==> src/logic/dbd_map.vh <==
`ifndef DBD_MAP_VH
`define DBD_MAP_VH

// ==========================================================================
// Clock and timing
// ==========================================================================
`define DBD_CLK_HZ 100000000
`define DBD_DEAD_NS 1000
`define DBD_DEAD_CYC ((`DBD_DEAD_NS * (`DBD_CLK_HZ / 1000000) + 999) / 1000)
`define DBD_PUMP_HZ 600000
`define DBD_PUMP_HALF_CYC (`DBD_CLK_HZ / (2 * `DBD_PUMP_HZ))

// ==========================================================================
// Register offsets
// ==========================================================================
`define DBD_REG_STATUS 4'h0
`define DBD_REG_IRQ_MASK 4'h4
`define DBD_REG_LIMIT_A 4'h8
`define DBD_REG_LIMIT_B 4'hc

// ==========================================================================
// Status and mask bit positions
// ==========================================================================
`define DBD_BIT_OC_A 0
`define DBD_BIT_OC_B 1
`define DBD_BIT_THERM 2
`define DBD_STAT_W 3
`define DBD_LIVE_OC_A 8
`define DBD_LIVE_OC_B 9
`define DBD_LIVE_THERM 10

// ==========================================================================
// Reset values
// ==========================================================================
`define DBD_MASK_RST 3'h0
`define DBD_LIMIT_W 16
`define DBD_LIMIT_RST 16'h0000

`endif

==> src/logic/dbd_top.v <==
// Chosen here: the placing of the registers and the Avalon-MM register port.
`timescale 1ns/1ns
`default_nettype none
`include "dbd_map.vh"

// ==========================================================================
// Dual bridge drive control
// ==========================================================================
module dbd_top #(
  parameter DEAD_CYC = `DBD_DEAD_CYC,
  parameter PUMP_HALF = `DBD_PUMP_HALF_CYC
) (
  input wire MCLK_I,
  input wire RST_I,
  input wire EN_A_I,
  input wire LEG1_A_I,
  input wire LEG2_A_I,
  input wire EN_B_I,
  input wire LEG1_B_I,
  input wire LEG2_B_I,
  input wire OC_A_I,
  input wire OC_B_I,
  input wire THERM_HOT_I,
  output wire [1:0] OUT_A_HI_O,
  output wire [1:0] OUT_A_LO_O,
  output wire [1:0] OUT_B_HI_O,
  output wire [1:0] OUT_B_LO_O,
  output wire [1:0] OUT_A_OE_O,
  output wire [1:0] OUT_B_OE_O,
  output wire FAULT_A_O,
  output wire FAULT_A_OE_O,
  output wire FAULT_B_O,
  output wire FAULT_B_OE_O,
  output reg PUMP_O,
  output wire IRQ_O,
  input wire [3:0] AVS_ADDRESS_I,
  input wire AVS_READ_I,
  input wire AVS_WRITE_I,
  input wire [31:0] AVS_WRITEDATA_I,
  input wire [3:0] AVS_BYTEENABLE_I,
  output reg [31:0] AVS_READDATA_O,
  output wire AVS_WAITREQUEST_O
);
  // ========================================================================
  // Input synchronisation
  // ========================================================================
  wire [8:0] pins;
  wire en_a, l1a, l2a, en_b, l1b, l2b, oc_a, oc_b, hot;

  dbd_sync2 #(.W(9)) u_sync (
    .clk_i(MCLK_I),
    .rst_i(RST_I),
    .d_i({EN_A_I, LEG1_A_I, LEG2_A_I, EN_B_I, LEG1_B_I, LEG2_B_I,
          OC_A_I, OC_B_I, THERM_HOT_I}),
    .q_o(pins)
  );
  assign {en_a, l1a, l2a, en_b, l1b, l2b, oc_a, oc_b, hot} = pins;

  // ========================================================================
  // Thermal shutdown
  // ========================================================================
  // The sensor's own comparator carries the hysteresis; this flag follows it.
  reg therm_off;
  always @(posedge MCLK_I) begin
    if (RST_I) begin
      therm_off <= 1'b0;
    end else begin
      therm_off <= hot;
    end
  end

  wire run_a = en_a && !therm_off;
  wire run_b = en_b && !therm_off;

  // ========================================================================
  // Legs, two per channel
  // ========================================================================
  wire [1:0] hi_a, lo_a, hi_b, lo_b;

  dbd_leg #(.DEAD_CYC(DEAD_CYC)) u_leg_a1 (
    .clk_i(MCLK_I), .rst_i(RST_I), .en_i(run_a), .leg_i(l1a),
    .hi_on_o(hi_a[0]), .lo_on_o(lo_a[0])
  );
  dbd_leg #(.DEAD_CYC(DEAD_CYC)) u_leg_a2 (
    .clk_i(MCLK_I), .rst_i(RST_I), .en_i(run_a), .leg_i(l2a),
    .hi_on_o(hi_a[1]), .lo_on_o(lo_a[1])
  );
  dbd_leg #(.DEAD_CYC(DEAD_CYC)) u_leg_b1 (
    .clk_i(MCLK_I), .rst_i(RST_I), .en_i(run_b), .leg_i(l1b),
    .hi_on_o(hi_b[0]), .lo_on_o(lo_b[0])
  );
  dbd_leg #(.DEAD_CYC(DEAD_CYC)) u_leg_b2 (
    .clk_i(MCLK_I), .rst_i(RST_I), .en_i(run_b), .leg_i(l2b),
    .hi_on_o(hi_b[1]), .lo_on_o(lo_b[1])
  );

  assign OUT_A_HI_O = hi_a;
  assign OUT_A_LO_O = lo_a;
  assign OUT_B_HI_O = hi_b;
  assign OUT_B_LO_O = lo_b;
  // An output drives only while one of its switches conducts.
  assign OUT_A_OE_O = hi_a | lo_a;
  assign OUT_B_OE_O = hi_b | lo_b;

  // ========================================================================
  // Open-drain fault outputs
  // ========================================================================
  reg flt_a, flt_b;
  always @(posedge MCLK_I) begin
    if (RST_I) begin
      flt_a <= 1'b0;
      flt_b <= 1'b0;
    end else begin
      flt_a <= oc_a;
      flt_b <= oc_b;
    end
  end
  assign FAULT_A_O = 1'b0;
  assign FAULT_A_OE_O = flt_a;
  assign FAULT_B_O = 1'b0;
  assign FAULT_B_OE_O = flt_b;

  // ========================================================================
  // Charge-pump oscillator
  // ========================================================================
  reg [15:0] pump_cnt;
  always @(posedge MCLK_I) begin
    if (RST_I) begin
      pump_cnt <= 16'h0000;
      PUMP_O <= 1'b0;
    end else if (pump_cnt == PUMP_HALF[15:0] - 16'h0001) begin
      pump_cnt <= 16'h0000;
      PUMP_O <= !PUMP_O;
    end else begin
      pump_cnt <= pump_cnt + 16'h0001;
    end
  end

  // ========================================================================
  // Registers and interrupt
  // ========================================================================
  reg [`DBD_STAT_W-1:0] status, mask;
  reg [`DBD_LIMIT_W-1:0] limit_a, limit_b;
  reg oc_a_d, oc_b_d, hot_d;
  reg rd_ack;
  wire wr = AVS_WRITE_I && AVS_BYTEENABLE_I[0];
  wire [`DBD_STAT_W-1:0] events;
  wire [`DBD_STAT_W-1:0] clr;

  assign events = {hot && !hot_d, oc_b && !oc_b_d, oc_a && !oc_a_d};
  assign clr = (wr && AVS_ADDRESS_I == `DBD_REG_STATUS) ?
               AVS_WRITEDATA_I[`DBD_STAT_W-1:0] : {`DBD_STAT_W{1'b0}};
  // Read data is registered, so a read waits one cycle for it to stand.
  assign AVS_WAITREQUEST_O = AVS_READ_I && !rd_ack;
  assign IRQ_O = |(status & mask);

  always @(posedge MCLK_I) begin
    if (RST_I) begin
      status <= {`DBD_STAT_W{1'b0}};
      mask <= `DBD_MASK_RST;
      limit_a <= `DBD_LIMIT_RST;
      limit_b <= `DBD_LIMIT_RST;
      oc_a_d <= 1'b0;
      oc_b_d <= 1'b0;
      hot_d <= 1'b0;
      rd_ack <= 1'b0;
      AVS_READDATA_O <= 32'h00000000;
    end else begin
      rd_ack <= AVS_READ_I && !rd_ack;
      oc_a_d <= oc_a;
      oc_b_d <= oc_b;
      hot_d <= hot;
      // A new event wins over a clear in the same cycle.
      status <= (status & ~clr) | events;
      if (wr && AVS_ADDRESS_I == `DBD_REG_IRQ_MASK) begin
        mask <= AVS_WRITEDATA_I[`DBD_STAT_W-1:0];
      end
      // Limit codes hold the programmed threshold in milliamperes.
      if (AVS_WRITE_I && AVS_ADDRESS_I == `DBD_REG_LIMIT_A) begin
        limit_a <= AVS_WRITEDATA_I[`DBD_LIMIT_W-1:0];
      end
      if (AVS_WRITE_I && AVS_ADDRESS_I == `DBD_REG_LIMIT_B) begin
        limit_b <= AVS_WRITEDATA_I[`DBD_LIMIT_W-1:0];
      end
      AVS_READDATA_O <= 32'h00000000;
      if (AVS_READ_I) begin
        case (AVS_ADDRESS_I)
          `DBD_REG_STATUS: begin
            AVS_READDATA_O <= {21'h000000, hot, oc_b, oc_a, 5'h00, status};
          end
          `DBD_REG_IRQ_MASK: begin
            AVS_READDATA_O <= {29'h00000000, mask};
          end
          `DBD_REG_LIMIT_A: begin
            AVS_READDATA_O <= {16'h0000, limit_a};
          end
          `DBD_REG_LIMIT_B: begin
            AVS_READDATA_O <= {16'h0000, limit_b};
          end
          default: begin
            AVS_READDATA_O <= 32'h00000000;
          end
        endcase
      end
    end
  end
endmodule

`default_nettype wire

==> src/logic/dbd_sync2.v <==
`timescale 1ns/1ns
`default_nettype none

// ==========================================================================
// Two-stage synchroniser
// ==========================================================================
module dbd_sync2 #(
  parameter W = 1
) (
  input wire clk_i,
  input wire rst_i,
  input wire [W-1:0] d_i,
  output reg [W-1:0] q_o
);
  reg [W-1:0] meta;

  always @(posedge clk_i) begin
    if (rst_i) begin
      meta <= {W{1'b0}};
      q_o <= {W{1'b0}};
    end else begin
      meta <= d_i;
      q_o <= meta;
    end
  end
endmodule

`default_nettype wire

==> src/logic/dbd_leg.v <==
`timescale 1ns/1ns
`default_nettype none

// ==========================================================================
// One half-bridge leg with dead time
// ==========================================================================
module dbd_leg #(
  parameter DEAD_CYC = 100
) (
  input wire clk_i,
  input wire rst_i,
  input wire en_i,
  input wire leg_i,
  output reg hi_on_o,
  output reg lo_on_o
);
  // Counter sized generously; dead time stays far below 65536 cycles.
  reg [15:0] cnt;
  reg target;

  always @(posedge clk_i) begin
    if (rst_i) begin
      hi_on_o <= 1'b0;
      lo_on_o <= 1'b0;
      cnt <= 16'h0000;
      target <= 1'b0;
    end else if (!en_i) begin
      hi_on_o <= 1'b0;
      lo_on_o <= 1'b0;
      // A switch cut by disable still needs its dead time before a quick
      // re-enable may turn on the complementary one.
      if (hi_on_o || lo_on_o) begin
        cnt <= DEAD_CYC[15:0];
      end else if (cnt != 16'h0000) begin
        cnt <= cnt - 16'h0001;
      end
      target <= leg_i;
    end else if (leg_i != target) begin
      // Both switches go off first; the new side waits out the dead time.
      target <= leg_i;
      hi_on_o <= 1'b0;
      lo_on_o <= 1'b0;
      cnt <= DEAD_CYC[15:0];
    end else if (cnt != 16'h0000) begin
      cnt <= cnt - 16'h0001;
    end else begin
      hi_on_o <= target;
      lo_on_o <= !target;
    end
  end
endmodule

`default_nettype wire

==> config.mk <==
export PLATFORM = sky130hd
export DESIGN_NAME = dbd_top
export DESIGN_NICKNAME = d
export VERILOG_FILES = /design/src/logic/dbd_top.v /design/src/logic/dbd_sync2.v /design/src/logic/dbd_leg.v
export VERILOG_INCLUDE_DIRS = /design/src /design/src/logic
export SDC_FILE = /design/constraint.sdc
export NUM_CORES = 1
export LEC_CHECK = 0
export ABC_AREA = 0
export BUFFER_PORTS_ARGS = -buffer_cell sky130_fd_sc_hd__buf_2
export CAP_MARGIN = 10
export CELL_PAD_IN_SITES_DETAIL_PLACEMENT = 1
export CELL_PAD_IN_SITES_GLOBAL_PLACEMENT = 1
export CORE_MARGIN = 1.5
export CORE_UTILIZATION = 43
export CTS_CLUSTER_DIAMETER = 150
export DETAILED_ROUTE_END_ITERATION = 10
export HOLD_SLACK_MARGIN = 0.02
export MAX_ROUTING_LAYER = met4
export PLACE_DENSITY_LB_ADDON = 0.1
export SYNTH_ARGS = -nofsm -noshare
export SYNTH_HDL_FRONTEND = slang
export SYNTH_SLANG_ARGS = --single-unit
==> constraint.sdc <==
create_clock -name MCLK_I -period 2.6 [get_ports MCLK_I]
set_input_delay 0.65 -clock MCLK_I [delete_from_list [all_inputs] [get_ports MCLK_I]]
set_output_delay 0.65 -clock MCLK_I [all_outputs]
set_load 0.1 [all_outputs]
==> impl_metrics.env <==
export IMPL_vias=6485
export IMPL_cts_tree="built"
export IMPL_cp_start_kind="flop"
export IMPL_initial_core_util_pct=43.8
export IMPL_powerDensity_mw_per_mm2=1160
export IMPL_ys_warn_count=0
export IMPL_critPathMaxFanout=5
export IMPL_crit_slowest_cell="a2111oi_0"
export IMPL_hold_viol=0
export IMPL_syn2layout_area_growth_pct=14.4
export IMPL_via_per_inst=5.60
export IMPL_worst_setup_path_type="reg2reg"
export IMPL_dpl_worst_slack_ps=422
export IMPL_overflow=0
export IMPL_routed_top_layer="met4"
export IMPL_clk_pin_slew_ps=70
export IMPL_synth_edff_count=0
export IMPL_firstDrtPassIters=4
export IMPL_period_share_pct=85.4
export IMPL_syn_avg_cell_area_um2=8.68
export IMPL_async_flop_share_pct=0
export IMPL_min_period_ps=2220
export IMPL_setup_tns_ps=0
export IMPL_insertedDiodeCount=0
export IMPL_required_ps=2950
export IMPL_yosys_register_bits=169
export IMPL_htreeDepth=4
export IMPL_core_area_mm2=0.0172
export IMPL_slew_viol_final=0
export IMPL_yosysMostFrequentCell="dfxtp_1"
export IMPL_maxSlewHeadroom_pct=54.6
export IMPL_antenna_found_initial=0
export IMPL_cts_resized=0
export IMPL_wl_met2_mm=9.75
export IMPL_ant_nets=0
export IMPL_crit_chain="inv_1 > ha_1 > nor3b_1 > nand2_1 > a2111oi_0 > mux2i_1"
export IMPL_gp_congestion=0.813
export IMPL_syn_area_mm2=0.00752
export IMPL_peakVddDrop_mv=0.675
export IMPL_ys_seq_area_share_pct=45.0
export IMPL_outcome="finished clean"
export IMPL_postCtsHoldBufs=0
export IMPL_cp_end_kind="flop"
export IMPL_grt_util_all_layers_pct=22.3
export IMPL_synthTopCellsByCount="169 x dfxtp_1, 86 x nand2_1, 77 x a21oi_1"
export IMPL_synth_top_area_share_pct=45.0
export IMPL_grt_pass1_wl_mm=31.9
export IMPL_drc=0
export IMPL_dieArea_mm2=0.0183
export IMPL_cts_buffers=17
export IMPL_drive_above_1_share_pct=16.4
export IMPL_synth_top_flop_cell="dfxtp_1"
export IMPL_cap_violations=0
export IMPL_synth_area_leaders="dfxtp_1 45%, a21oi_1 5.1%, nand2_1 4.3%"
export IMPL_synthDistinctLibCells=57
export IMPL_synthCells=867
export IMPL_pin_count=104
export IMPL_wl_met3_um=628
export IMPL_rows=48
export IMPL_cts_num_sinks=169
export IMPL_cts_root_buf="clkbuf_16"
export IMPL_slowest_delay_ps=610
export IMPL_nFillCells=2058
export IMPL_grt_pass1_vias=6601
export IMPL_critPathArrivalTime_ps=2570
export IMPL_tightest_slew_ps=679
export IMPL_post_cts_buffers=0
export IMPL_p_leak_nw=3.31
export IMPL_drt_total_wl_mm=19.3
export IMPL_holdWs_ps=429
export IMPL_clkLatencyLatePin_ps=430
export IMPL_wl_met1_mm=8.59
export IMPL_drt_initial_drc_count=353
export IMPL_crit_buf_inv=1
export IMPL_setup_violations=0
export IMPL_grt_max_degree=31
export IMPL_fp_dieW_um=135
export IMPL_die_height_um=135
export IMPL_cp_top_family="simple AND/OR/NAND/NOR gates"
export IMPL_port_buffers=66
export IMPL_grt_setup_unrepaired="no"
export IMPL_wire_per_inst_um=16.6
export IMPL_hpwl_mm=13.4
export IMPL_setup_slack_ps=380
export IMPL_clk_path_buf_depth=2
export IMPL_skew_ps=9.47
export IMPL_fmax_ghz=0.450
export IMPL_yosysTopAreaCell="dfxtp_1"
export IMPL_hold_class="in2reg"
export IMPL_nNetsFinal=983
registers in the layout, summed over array words and instances, names as in the netlist, 3 cells and up:
signal,count
AVS_READDATA_O,16
limit_a,16
limit_b,16
pump_cnt,16
u_leg_a1.cnt,16
u_leg_a2.cnt,16
u_leg_b1.cnt,16
u_leg_b2.cnt,16
u_sync.meta,9
u_sync.q_o,9
mask,3
status,3
layout make-up:
| cell class | instances | area, um2 | share of cell area (%) |
|---|---|---|---|
| clock inverter | 15 | 190 | 2.21 |
| multi-input combinational | 631 | 3800 | 44.1 |
| sequential | 169 | 3380 | 39.3 |
| clock buffer | 17 | 425 | 4.94 |
| inverter | 17 | 63.8 | 0.741 |
| timing repair buffer | 84 | 465 | 5.41 |
| tap | 225 | 282 | 3.27 |
layout by cell type (no fill, tap or decap), types with 17 or more instances in the layout:
master,instances
o31ai_1,20
nor4_1,19
a21oi_1,77
buf_2,66
inv_1,17
o21ai_0,24
or4_1,30
conb_1,18
nand2_1,86
buf_4,18
or3_1,29
nor2b_1,31
nor2_1,69
nor3_1,17
clkbuf_16,17
dfxtp_1,169
per-stage QoR:
step / cells / util [%] / total power, mW / instance area [um2]
final: 1158 / 50.1 / 10.0 / 8610
after global routing: 1158 / 50.1 / 10.7 / 8610
after CTS: 1158 / 50.1 / 10.1 / 8610
after detailed placement: 1126 / 46.5 / 7.34 / 7990
after global placement: 1126 / 46.5 / 7.06 / 7990
after floorplan: 884 / - / 6.41 / 7590
path summary, 6_finish.rpt:
| kind | from | slack, ps | cells after the start | end |
|---|---|---|---|---|
| worst max-delay path | u_leg_b1.cnt[0]$_SDFF_PP0_ | 380 | 6 | u_leg_b1.cnt[8]$_SDFF_PP0_ |
| worst min register to register | u_sync.meta[5]$_SDFF_PP0_ | 440 | 1 | u_sync.q_o[5]$_SDFF_PP0_ |
| worst max register to register | u_leg_b1.cnt[0]$_SDFF_PP0_ | 380 | 6 | u_leg_b1.cnt[8]$_SDFF_PP0_ |
| worst min-delay path | LEG2_B_I | 430 | 2 | u_sync.meta[3]$_SDFF_PP0_ |
cells by family (layout without fill, tap and decap cells):
group                    Yosys count  count (layout)  share of synthesized area [%]
buffers and inverters             84             133                           5.55
multiplexers                      20              20                           2.73
adder cells (fa/ha/maj)           10              10                           1.66
AND/OR/NAND/NOR                  391             391                           28.8
other                              1              18                         0.0498
flip-flops                       169             169                           45.0
XOR/XNOR                          19              19                           2.21
AO/OA/AOI/OAI                    173             173                           14.0
report_power, final:
part           switching [mW]  total [mW]  internal [mW]
Clock                    1.12        2.65           1.53
Sequential              0.487        3.53           3.05
Combinational            2.35        3.83           1.48
Total                    3.96        10.0           6.06
layer usage:
layer	vias to the layer above	track usage [%]
li1	3180	-
met1	3166	26.9
met2	112	37.5
met3	27	3.85
met4	0	7.77
met5	-	-
(Power assumes the default switching activity.)
